## src/shared/pin_mux_consts.svh

```systemverilog
`ifndef PIN_MUX_CONSTS_SVH
`define PIN_MUX_CONSTS_SVH

// Register word indices, byte address is four times the index
`define IDX_P0_FUNC 8'hf8
`define IDX_PIN_CFG 8'hf9
`define IDX_TRIG_CFG 8'hfa
`define IDX_SRC_FLAGS 8'hfb
`define IDX_DRV_A 8'hfc
`define IDX_DRV_B 8'hfd
`define IDX_DRV_C 8'hfe
`define IDX_IRQ_STAT 8'hf0
`define IDX_IRQ_MASK 8'hf1
`define IDX_OUT_A 8'hf2
`define IDX_OUT_B 8'hf3
`define IDX_OUT_C 8'hf4
`define IDX_IN_A 8'hf5
`define IDX_IN_B 8'hf6
`define IDX_IN_C 8'hf7

// Field positions in pin_function_config and the trigger register
`define CFG_P1_LSB 0
`define CFG_P2_LSB 2
`define CFG_EX0_SEL 4
`define TRIG_EX0 0
`define TRIG_EX1 1
`define TRIG_EXT_IRQ_PORT_GROUP 2

// Reset values
`define RST_P0_FUNC 6'h00
`define RST_PIN_CFG 8'h00
`define RST_DRV_A 6'h3f
`define RST_DRV_B 8'h00
`define RST_DRV_C 3'h0
`define RST_OUT_A 6'h3f
`define RST_OUT_B 8'hff
`define RST_OUT_C 3'h7

`endif

```

## src/shared/pin_mux_pkg.sv

```systemverilog
package pin_mux_pkg;

    // Pin groups: p0[0] is port 0 pin 2, p2[0] is port 2 pin 4
    typedef struct packed {
        logic [2:0] p2;
        logic [7:0] p1;
        logic [5:0] p0;
    } pins_type;

    // Motor PWM channels, ordered as port 0 pins 7 down to 2
    typedef struct packed {
        logic z;
        logic w;
        logic y;
        logic v;
        logic x;
        logic u;
    } pwm_type;

    // Drives from the on-chip peripherals; spi index = function code low bits
    typedef struct packed {
        pwm_type pwm;
        logic uart_tx;
        logic scl;
        logic sda;
        logic [3:0] spi;
        logic [3:0] spi_oe;
        logic [2:0] compare_out;
    } periph_out_type;

    // Levels delivered to the peripherals; counter_in[0] is counter a
    typedef struct packed {
        logic uart_rx;
        logic scl;
        logic sda;
        logic [3:0] spi;
        logic [2:0] counter_in;
        logic counter_c_aux_in;
    } periph_in_type;

    // Port 1 pin functions
    typedef enum logic [2:0] {
        FN_RX = 3'h0,
        FN_TX = 3'h1,
        FN_SCL = 3'h2,
        FN_SDA = 3'h3,
        FN_SSN = 3'h4,
        FN_MOSI = 3'h5,
        FN_MISO = 3'h6,
        FN_SCK = 3'h7
    } p1_func_type;

    typedef struct packed {
        logic [5:0] p0_func;
        logic [7:0] pin_cfg;
        logic [2:0] trig;
        logic [6:0] flags;
        logic [5:0] drv_a;
        logic [7:0] drv_b;
        logic [2:0] drv_c;
        logic [2:0] stat;
        logic [2:0] mask;
        logic [5:0] out_a;
        logic [7:0] out_b;
        logic [2:0] out_c;
        logic ack;
        logic [7:0] dat;
        pins_type pin_out;
        pins_type pin_oe;
        periph_in_type per_in;
        logic irq;
    } mux_state_type;

endpackage

```

## src/rtl/port_pin_function_mux.sv

```systemverilog
`timescale 1ns/1ps
`include "pin_mux_consts.svh"

module port_pin_function_mux
    import pin_mux_pkg::*;
(
    input wire logic clk_i,
    input wire logic rst_i,
    input wire logic ce_i,
    input wire logic cyc_i,
    input wire logic stb_i,
    input wire logic we_i,
    input wire logic [9:0] adr_i,
    input wire logic [3:0] sel_i,
    input wire logic [31:0] dat_i,
    output logic [31:0] dat_o,
    output logic ack_o,
    input wire pins_type pin_in_i,
    output pins_type pin_out_o,
    output pins_type pin_oe_o,
    input wire periph_out_type periph_out_i,
    output periph_in_type periph_in_o,
    output logic [2:0] ext_irq_o,
    output logic irq_o
);
    mux_state_type r;
    mux_state_type next_r;
    pins_type pin_s;
    logic ex0_pin;
    logic ev0;
    logic ev1;
    logic [6:0] ev12;
    logic req;
    logic wr;
    logic [7:0] idx;
    logic [7:0] wd;
    logic [6:0] clr12;
    logic [2:0] clrst;

    // Port 1 function table, indexed by mode and pin
    function automatic p1_func_type p1_func(input logic [1:0] mode, input logic [2:0] pin);
        p1_func_type t [8];
        case (mode)
            2'b00: t = '{FN_RX, FN_TX, FN_SCL, FN_SDA, FN_SSN, FN_MOSI, FN_MISO, FN_SCK};
            2'b01: t = '{FN_SCL, FN_SDA, FN_RX, FN_TX, FN_SSN, FN_MISO, FN_MISO, FN_SCK};
            2'b10: t = '{FN_SSN, FN_MOSI, FN_MISO, FN_SCK, FN_RX, FN_TX, FN_SCL, FN_SDA};
            default: t = '{FN_SSN, FN_MOSI, FN_MISO, FN_SCK, FN_SCL, FN_SDA, FN_RX, FN_TX};
        endcase
        return t[pin];
    endfunction

    // Pin inputs cross into the clock domain
    pin_sync #(
        .WIDTH(17)
    ) u_sync (
        .clk_i(clk_i),
        .rst_i(rst_i),
        .ce_i(ce_i),
        .d_i(pin_in_i),
        .q_o(pin_s)
    );

    assign ex0_pin = r.pin_cfg[`CFG_EX0_SEL] ? pin_s.p2[2] : pin_s.p2[0];

    irq_trigger u_ex0 (
        .clk_i(clk_i),
        .rst_i(rst_i),
        .ce_i(ce_i),
        .pin_i(ex0_pin),
        .edge_i(r.trig[`TRIG_EX0]),
        .event_o(ev0)
    );

    irq_trigger u_ex1 (
        .clk_i(clk_i),
        .rst_i(rst_i),
        .ce_i(ce_i),
        .pin_i(pin_s.p2[1]),
        .edge_i(r.trig[`TRIG_EX1]),
        .event_o(ev1)
    );

    for (genvar g = 0; g < 7; g++) begin : g_ext_irq_port_group
        irq_trigger u_trig (
            .clk_i(clk_i),
            .rst_i(rst_i),
            .ce_i(ce_i),
            .pin_i(pin_s.p1[g]),
            .edge_i(r.trig[`TRIG_EXT_IRQ_PORT_GROUP]),
            .event_o(ev12[g])
        );
    end

    // Bus decode; writes land on the acknowledging edge
    assign req = cyc_i & stb_i;
    assign wr = req & we_i & r.ack & sel_i[0];
    assign idx = adr_i[9:2];
    assign wd = dat_i[7:0];
    assign clr12 = (wr && idx == `IDX_SRC_FLAGS) ? wd[6:0] : 7'h00;
    assign clrst = (wr && idx == `IDX_IRQ_STAT) ? wd[2:0] : 3'h0;

    always_comb begin
        p1_func_type fn;
        logic en;
        logic v;
        fn = FN_RX;
        en = 1'b0;
        v = 1'b1;
        next_r = r;

        if (wr) begin
            case (idx)
                `IDX_P0_FUNC: next_r.p0_func = wd[7:2];
                `IDX_PIN_CFG: next_r.pin_cfg = wd;
                `IDX_TRIG_CFG: next_r.trig = wd[2:0];
                `IDX_DRV_A: next_r.drv_a = wd[7:2];
                `IDX_DRV_B: next_r.drv_b = wd;
                `IDX_DRV_C: next_r.drv_c = wd[6:4];
                `IDX_IRQ_MASK: next_r.mask = wd[2:0];
                `IDX_OUT_A: next_r.out_a = wd[7:2];
                `IDX_OUT_B: next_r.out_b = wd;
                `IDX_OUT_C: next_r.out_c = wd[6:4];
                default: ;
            endcase
        end

        // sticky source flags, set beats clear
        next_r.flags = (r.flags & ~clr12) | ev12;
        next_r.stat = (r.stat & ~clrst) | {|ev12, ev1, ev0};
        next_r.irq = |(next_r.stat & next_r.mask);

        // Answer one cycle after the request, drop the next
        next_r.ack = req & ~r.ack;
        if (req && !r.ack) begin
            case (idx)
                `IDX_P0_FUNC: next_r.dat = {r.p0_func, 2'b00};
                `IDX_PIN_CFG: next_r.dat = r.pin_cfg;
                `IDX_TRIG_CFG: next_r.dat = {5'h00, r.trig};
                `IDX_SRC_FLAGS: next_r.dat = {1'b0, r.flags};
                `IDX_DRV_A: next_r.dat = {r.drv_a, 2'b00};
                `IDX_DRV_B: next_r.dat = r.drv_b;
                `IDX_DRV_C: next_r.dat = {1'b0, r.drv_c, 4'h0};
                `IDX_IRQ_STAT: next_r.dat = {5'h00, r.stat};
                `IDX_IRQ_MASK: next_r.dat = {5'h00, r.mask};
                `IDX_OUT_A: next_r.dat = {r.out_a, 2'b00};
                `IDX_OUT_B: next_r.dat = r.out_b;
                `IDX_OUT_C: next_r.dat = {1'b0, r.out_c, 4'h0};
                `IDX_IN_A: next_r.dat = {pin_s.p0, 2'b00};
                `IDX_IN_B: next_r.dat = pin_s.p1;
                `IDX_IN_C: next_r.dat = {1'b0, pin_s.p2, 4'h0};
                default: next_r.dat = 8'h00;
            endcase
        end

        // select between PWM and GPIO latch
        // channel order Z,W,Y,V,X,U on pins 7..2
        next_r.pin_out.p0 = (r.p0_func & r.out_a) | (~r.p0_func & periph_out_i.pwm);

        // unrouted inputs sit at the inactive level
        next_r.per_in = '1;

        // port 1 routing, lowest pin wins a shared input
        // port 1 routing for all four modes
        for (int i = 7; i >= 0; i--) begin
            fn = p1_func(r.pin_cfg[`CFG_P1_LSB +: 2], 3'(i));
            case (fn)
                FN_RX: begin
                    en = 1'b0;
                    v = 1'b1;
                    next_r.per_in.uart_rx = pin_s.p1[i];
                end
                FN_TX: begin
                    en = 1'b1;
                    v = periph_out_i.uart_tx;
                end
                FN_SCL: begin
                    en = 1'b1;
                    v = periph_out_i.scl;
                    next_r.per_in.scl = pin_s.p1[i];
                end
                FN_SDA: begin
                    en = 1'b1;
                    v = periph_out_i.sda;
                    next_r.per_in.sda = pin_s.p1[i];
                end
                default: begin
                    en = periph_out_i.spi_oe[fn[1:0]];
                    v = periph_out_i.spi[fn[1:0]];
                    next_r.per_in.spi[fn[1:0]] = pin_s.p1[i];
                end
            endcase
            // GPIO latch gates every function output
            next_r.pin_out.p1[i] = en ? (v & r.out_b[i]) : r.out_b[i];
        end

        // port 2 compare outputs or timer inputs
        case (r.pin_cfg[`CFG_P2_LSB +: 2])
            2'b10: begin
                next_r.pin_out.p2 = r.out_c;
                next_r.per_in.counter_in = pin_s.p2;
            end
            2'b11: begin
                next_r.pin_out.p2 = r.out_c;
                next_r.per_in.counter_in[2] = pin_s.p2[0];
                next_r.per_in.counter_c_aux_in = pin_s.p2[1];
                next_r.per_in.counter_in[0] = pin_s.p2[2];
            end
            default: begin
                next_r.pin_out.p2 = periph_out_i.compare_out & r.out_c;
            end
        endcase

        // push-pull drives always, open-drain only low
        next_r.pin_oe = {r.drv_c, r.drv_b, r.drv_a} | ~next_r.pin_out;
    end

    // State register; clock enable freezes everything
    always_ff @(posedge clk_i) begin
        if (rst_i) begin
            r <= '0;
            // PWM on port 0, mode 00 peripheral functions on ports 1 and 2
            r.p0_func <= `RST_P0_FUNC;
            r.pin_cfg <= `RST_PIN_CFG;
            r.drv_a <= `RST_DRV_A;
            r.drv_b <= `RST_DRV_B;
            r.drv_c <= `RST_DRV_C;
            r.out_a <= `RST_OUT_A;
            r.out_b <= `RST_OUT_B;
            r.out_c <= `RST_OUT_C;
            r.per_in <= '1;
        end else if (ce_i) begin
            r <= next_r;
        end
    end

    // Outputs straight from the state register
    assign dat_o = {24'h00_0000, r.dat};
    assign ack_o = r.ack;
    assign pin_out_o = r.pin_out;
    assign pin_oe_o = r.pin_oe;
    assign periph_in_o = r.per_in;
    assign ext_irq_o = r.stat;
    assign irq_o = r.irq;
endmodule

```

## src/rtl/pin_sync.sv

```systemverilog
`timescale 1ns/1ps

// Two-stage synchroniser for pin levels
module pin_sync #(
    parameter int WIDTH = 1
) (
    input wire logic clk_i,
    input wire logic rst_i,
    input wire logic ce_i,
    input wire logic [WIDTH-1:0] d_i,
    output logic [WIDTH-1:0] q_o
);
    typedef struct packed {
        logic [WIDTH-1:0] meta;
        logic [WIDTH-1:0] sync;
    } sync_state_type;

    sync_state_type r;
    sync_state_type next_r;

    // Meta stage feeds only the second stage
    always_comb begin
        next_r.meta = d_i;
        next_r.sync = r.meta;
    end

    always_ff @(posedge clk_i) begin
        if (rst_i) begin
            r <= '1;
        end else if (ce_i) begin
            r <= next_r;
        end
    end

    assign q_o = r.sync;
endmodule

```

## src/rtl/irq_trigger.sv

```systemverilog
`timescale 1ns/1ps

// Low-level or falling-edge detector on a synchronised pin
module irq_trigger (
    input wire logic clk_i,
    input wire logic rst_i,
    input wire logic ce_i,
    input wire logic pin_i,
    input wire logic edge_i,
    output logic event_o
);
    typedef struct packed {
        logic prev;
        logic event_q;
    } trig_state_type;

    trig_state_type r;
    trig_state_type next_r;

    // Edge mode fires once per fall, level mode every low cycle
    always_comb begin
        next_r.prev = pin_i;
        next_r.event_q = edge_i ? (r.prev & ~pin_i) : ~pin_i;
    end

    always_ff @(posedge clk_i) begin
        if (rst_i) begin
            r <= 2'b10;
        end else if (ce_i) begin
            r <= next_r;
        end
    end

    assign event_o = r.event_q;
endmodule

```

## config.mk

```make
export PLATFORM = sky130hd
export DESIGN_NAME = port_pin_function_mux
export DESIGN_NICKNAME = d
export VERILOG_FILES = /design/src/shared/pin_mux_pkg.sv /design/src/rtl/port_pin_function_mux.sv /design/src/rtl/pin_sync.sv /design/src/rtl/irq_trigger.sv
export VERILOG_INCLUDE_DIRS = /design/src /design/src/shared
export SDC_FILE = /design/constraint.sdc
export NUM_CORES = 1
export LEC_CHECK = 0
export BUFFER_PORTS_ARGS = -buffer_cell sky130_fd_sc_hd__buf_4
export CAP_MARGIN = 20
export CORE_UTILIZATION = 55
export CTS_CLUSTER_DIAMETER = 30
export DETAILED_ROUTE_END_ITERATION = 10
export PLACE_DENSITY = 0.8
export SLEW_MARGIN = 0
export SYNTH_ARGS = -nofsm -noshare
export SYNTH_HDL_FRONTEND = slang
export SYNTH_HIERARCHICAL = 1
export SYNTH_SLANG_ARGS = --single-unit
export TNS_END_PERCENT = 100
```

## constraint.sdc

```tcl
create_clock -name clk_i -period 1.9 [get_ports clk_i]
set_input_delay 0.095 -clock clk_i [delete_from_list [all_inputs] [get_ports clk_i]]
set_output_delay 0.095 -clock clk_i [all_outputs]
set_load 0.03 [all_outputs]
```

==> impl_metrics.py <==
metrics = {
    "die": {
        "die_h_um": 125.9,
        "rows": 44,
        "die_w_um": 125.9,
        "start_util": 0.5718,
        "pin_count": 171,
        "dieArea_mm2": 0.01584,
        "core_area_mm2": 0.01475,
    },
    "power": {
        "p_leak_nw": 4.144,
        "internal_power_mw": 6.047,
        "ir_drop_mv": 0.6270,
        "pwr-share-clk": 0.409,
        "pwr-share-comb": 0.128,
        "powerDensity_mw_per_mm2": 832.4,
        "p_sw_mw": 2.214,
        "power.share.switching": 0.2680,
        "pwr-share-seq": 0.463,
        "finalPower_mw": 8.261,
    },
    "grt": {
        "grt_pass1_wl_mm": 36.11,
        "grt_overflow": 0,
        "track_usage": 0.2958,
        "grt_start_max_net_pins": 105,
        "grt_pass1_vias": 6686,
        "antenna_found_initial": 0,
    },
    "routing": {
        "ant_nets": 0,
        "routedWlPerCell_um": 18.58,
        "vias": 7262,
        "vias_per_cell": 5.880,
        "dr.pass1.iters": 5,
        "drt_iter0_markers": 578,
        "wirelength_mm": 22.95,
        "drc": 0,
    },
    "sta": {
        "maxSlewHeadroom": 0.3774,
        "slew_viol_final": 0,
        "setup_viol": 0,
        "worstMarginPinSlew_ns": 0.9339,
        "period_minus_slack_ns": 1.799,
        "whs_ns": 0.02266,
        "timing.fmax_mhz": 555.9,
        "rsz0062_at_grt": "no",
        "period_share": 0.9469,
        "layout_setup_ws_ns": 0.1010,
        "tns_ns": 0,
        "hold_viol": 0,
        "skew_ns": 0.007111,
    },
    "clocking": {
        "cts_max_path_buffers": 2,
        "clkTransAtPathRegs_ns": 0.07,
        "clockRootBuffer": "clkbuf_16",
        "tritoncts": "built",
        "cts_sinks": 171,
        "numCtsBuffers": 17,
        "cts_max_level": 4,
        "clock_latency_ns": 0.44,
    },
    "placed_design": {
        "port_buffers": 117,
        "place_inst": 1171,
        "dp_hpwl_mm": 15.79,
        "gp_congestion": 0.9171,
        "dp_slack_ns": 0.02599,
    },
    "finish": {
        "nets": 1128,
        "layout_commonest_cell": "dfxtp_1",
        "syn_to_final_growth_pct": 17.63,
        "antenna_cells": 0,
        "fin_cells": 1235,
        "regArea_mm2": 0.003425,
        "multiInputGateArea_mm2": 0.004081,
        "most-common-layout-cells": "dfxtp_1, buf_4, nor2_1",
        "drive_above_1_share": 0.2293,
        "fillers": 1191,
    },
    "logic_synthesis": {
        "async_reset_ff_frac": 0,
        "synth-main-ff-cell": "dfxtp_1",
        "syn_inst": 956,
        "avgSynthCellArea_um2": 8.825,
        "yosysSeqAreaShare": 0.4058,
        "ys_ff_latch": 171,
        "yosysWarnings": 6,
        "synth_edf_count": 0,
        "ys_types": 73,
        "netlist_area_mm2": 0.008437,
    },
    "setup_path": {
        "startpoint_type": "flop",
        "arrival_ns": 2.11,
        "critical_path_required_ns": 2.21,
        "crit_path_end_kind": "flop",
        "path_class": "reg2reg",
        "ff2ff_path_depth": 5,
        "path_max_fanout": 6,
    },
    "run_status": {
        "outcome": "finished clean",
    },
    "min_path": {
        "hold_depth": 4,
        "min_path_type": "in2reg",
    },
    "job": {
        "drv_cap": 0,
    },
}
-- flip-flops by register name, indices dropped and copies added (netlist names) --
| name | flops |
|---|---|
| ack_o | 1 |
| dat_o | 8 |
| ext_irq_o | 3 |
| g_ext_irq_port_group.u_trig/event_o | 7 |
| g_ext_irq_port_group.u_trig/r | 7 |
| irq_o | 1 |
| periph_in_o | 11 |
| pin_oe_o | 17 |
| pin_out_o | 17 |
| r | 61 |
| u_ex0/event_o | 1 |
| u_ex0/r | 1 |
| u_ex1/event_o | 1 |
| u_ex1/r | 1 |
| u_sync/next_r | 17 |
| u_sync/q_o | 17 |
-- cells by family (layout without fill, tap and decap cells) --
logic type	count (synthesis)	after routing	share of synthesized area
multiplexers	52	52	0.07133
AO/OA/AOI/OAI	240	240	0.2066
AND/OR/NAND/NOR	318	318	0.1946
buffers and inverters	174	246	0.1213
flip-flops	171	171	0.4058
other	1	24	0.0004445
-- synthesized netlist by cell type, drive strengths merged (2+ instances only) --
cell type	count	share of area
a21oi	54	0.036
o211ai	26	0.023
inv	30	0.013
a32oi	4	0.0042
a41oi	2	0.0021
dfxtp	171	0.41
a31oi	5	0.0037
a22o	10	0.010
mux2i	41	0.049
nand2	80	0.036
nor4b	2	0.0021
nor3	11	0.0065
o21bai	9	0.0080
o311a	2	0.0024
mux2	6	0.0085
or2	8	0.0059
nor2b	53	0.047
nand4	4	0.0030
buf	109	0.092
o31ai	3	0.0027
nor4	2	0.0022
nor4bb	2	0.0024
or3	3	0.0022
a2bb2oi	2	0.0021
a211o	35	0.036
o31a	3	0.0031
nand2b	11	0.0082
a32o	3	0.0036
and2	2	0.0015
or3b	3	0.0031
nand3b	5	0.0044
a311oi	6	0.0070
a211oi	19	0.017
clkbuf	34	0.015
nor3b	6	0.0065
o21ai	39	0.028
a21boi	2	0.0018
a22oi	7	0.0062
mux4	5	0.014
nand3	33	0.020
nor2	89	0.040
-- through the flow --
step                      instance area, um^2    util
final                                    9925  0.6727
after CTS                                9908  0.6716
after floorplan                          8524       -
after global placement                   9019  0.6113
after global routing                     9925  0.6727
after detailed placement                 9019  0.6113
-- per-layer routing --
layer  GRT usage  up-vias  wire, um
met4      0.1254        0       773
met3     0.05013       59      1525
met1      0.3907     3435      9795
met2      0.4791      336     10850
li1            -     3432         -
met5           0        -         0
-- critical path: stages, from the launching register on --
cell and delay, ns:
dfxtp_2 0.38, nand3_1 0.19, or4_4 0.61, or2_1 0.27, a21oi_1 0.17, nor2_1 0.06
-- timing repair --
item,CTS,global route
setup endpoints to repair,0,19
buffers inserted,0,1
hold buffers,32,0
resized for setup,0,3
endpoints found under the hold margin,51,0
-- final timing paths --
check	start	to	slack (ns)
worst max-delay path	ack_o	r[74]	0.10
worst min-delay path	periph_out_i[2]	pin_oe_o[16]	0.02
worst max register to register	ack_o	r[74]	0.10
worst min register to register	u_sync/next_r[6]	u_sync/q_o[6]	0.46
-- power by group through the flow --
stage | clock [mW] | sequential [mW] | combinational (mW)
global route | 3.56 | 3.83 | 1.13
finish | 3.38 | 3.82 | 1.06
global placement | 0 | 3.90 | 0.980
detailed placement | 0 | 3.90 | 0.988
floorplan | 0 | 3.86 | 0.779
CTS | 3.40 | 3.82 | 1.05
-- layout make-up --
class / instances / share of cell area
multi-input cells: 634 / 0.4112
flip-flops and latches: 171 / 0.3451
repair buffers: 184 / 0.1510
clock buffers: 20 / 0.04602
well taps: 184 / 0.02320
inverters: 31 / 0.01210
clock inverters: 11 / 0.01135
Power figures use the tool's default switching activity.
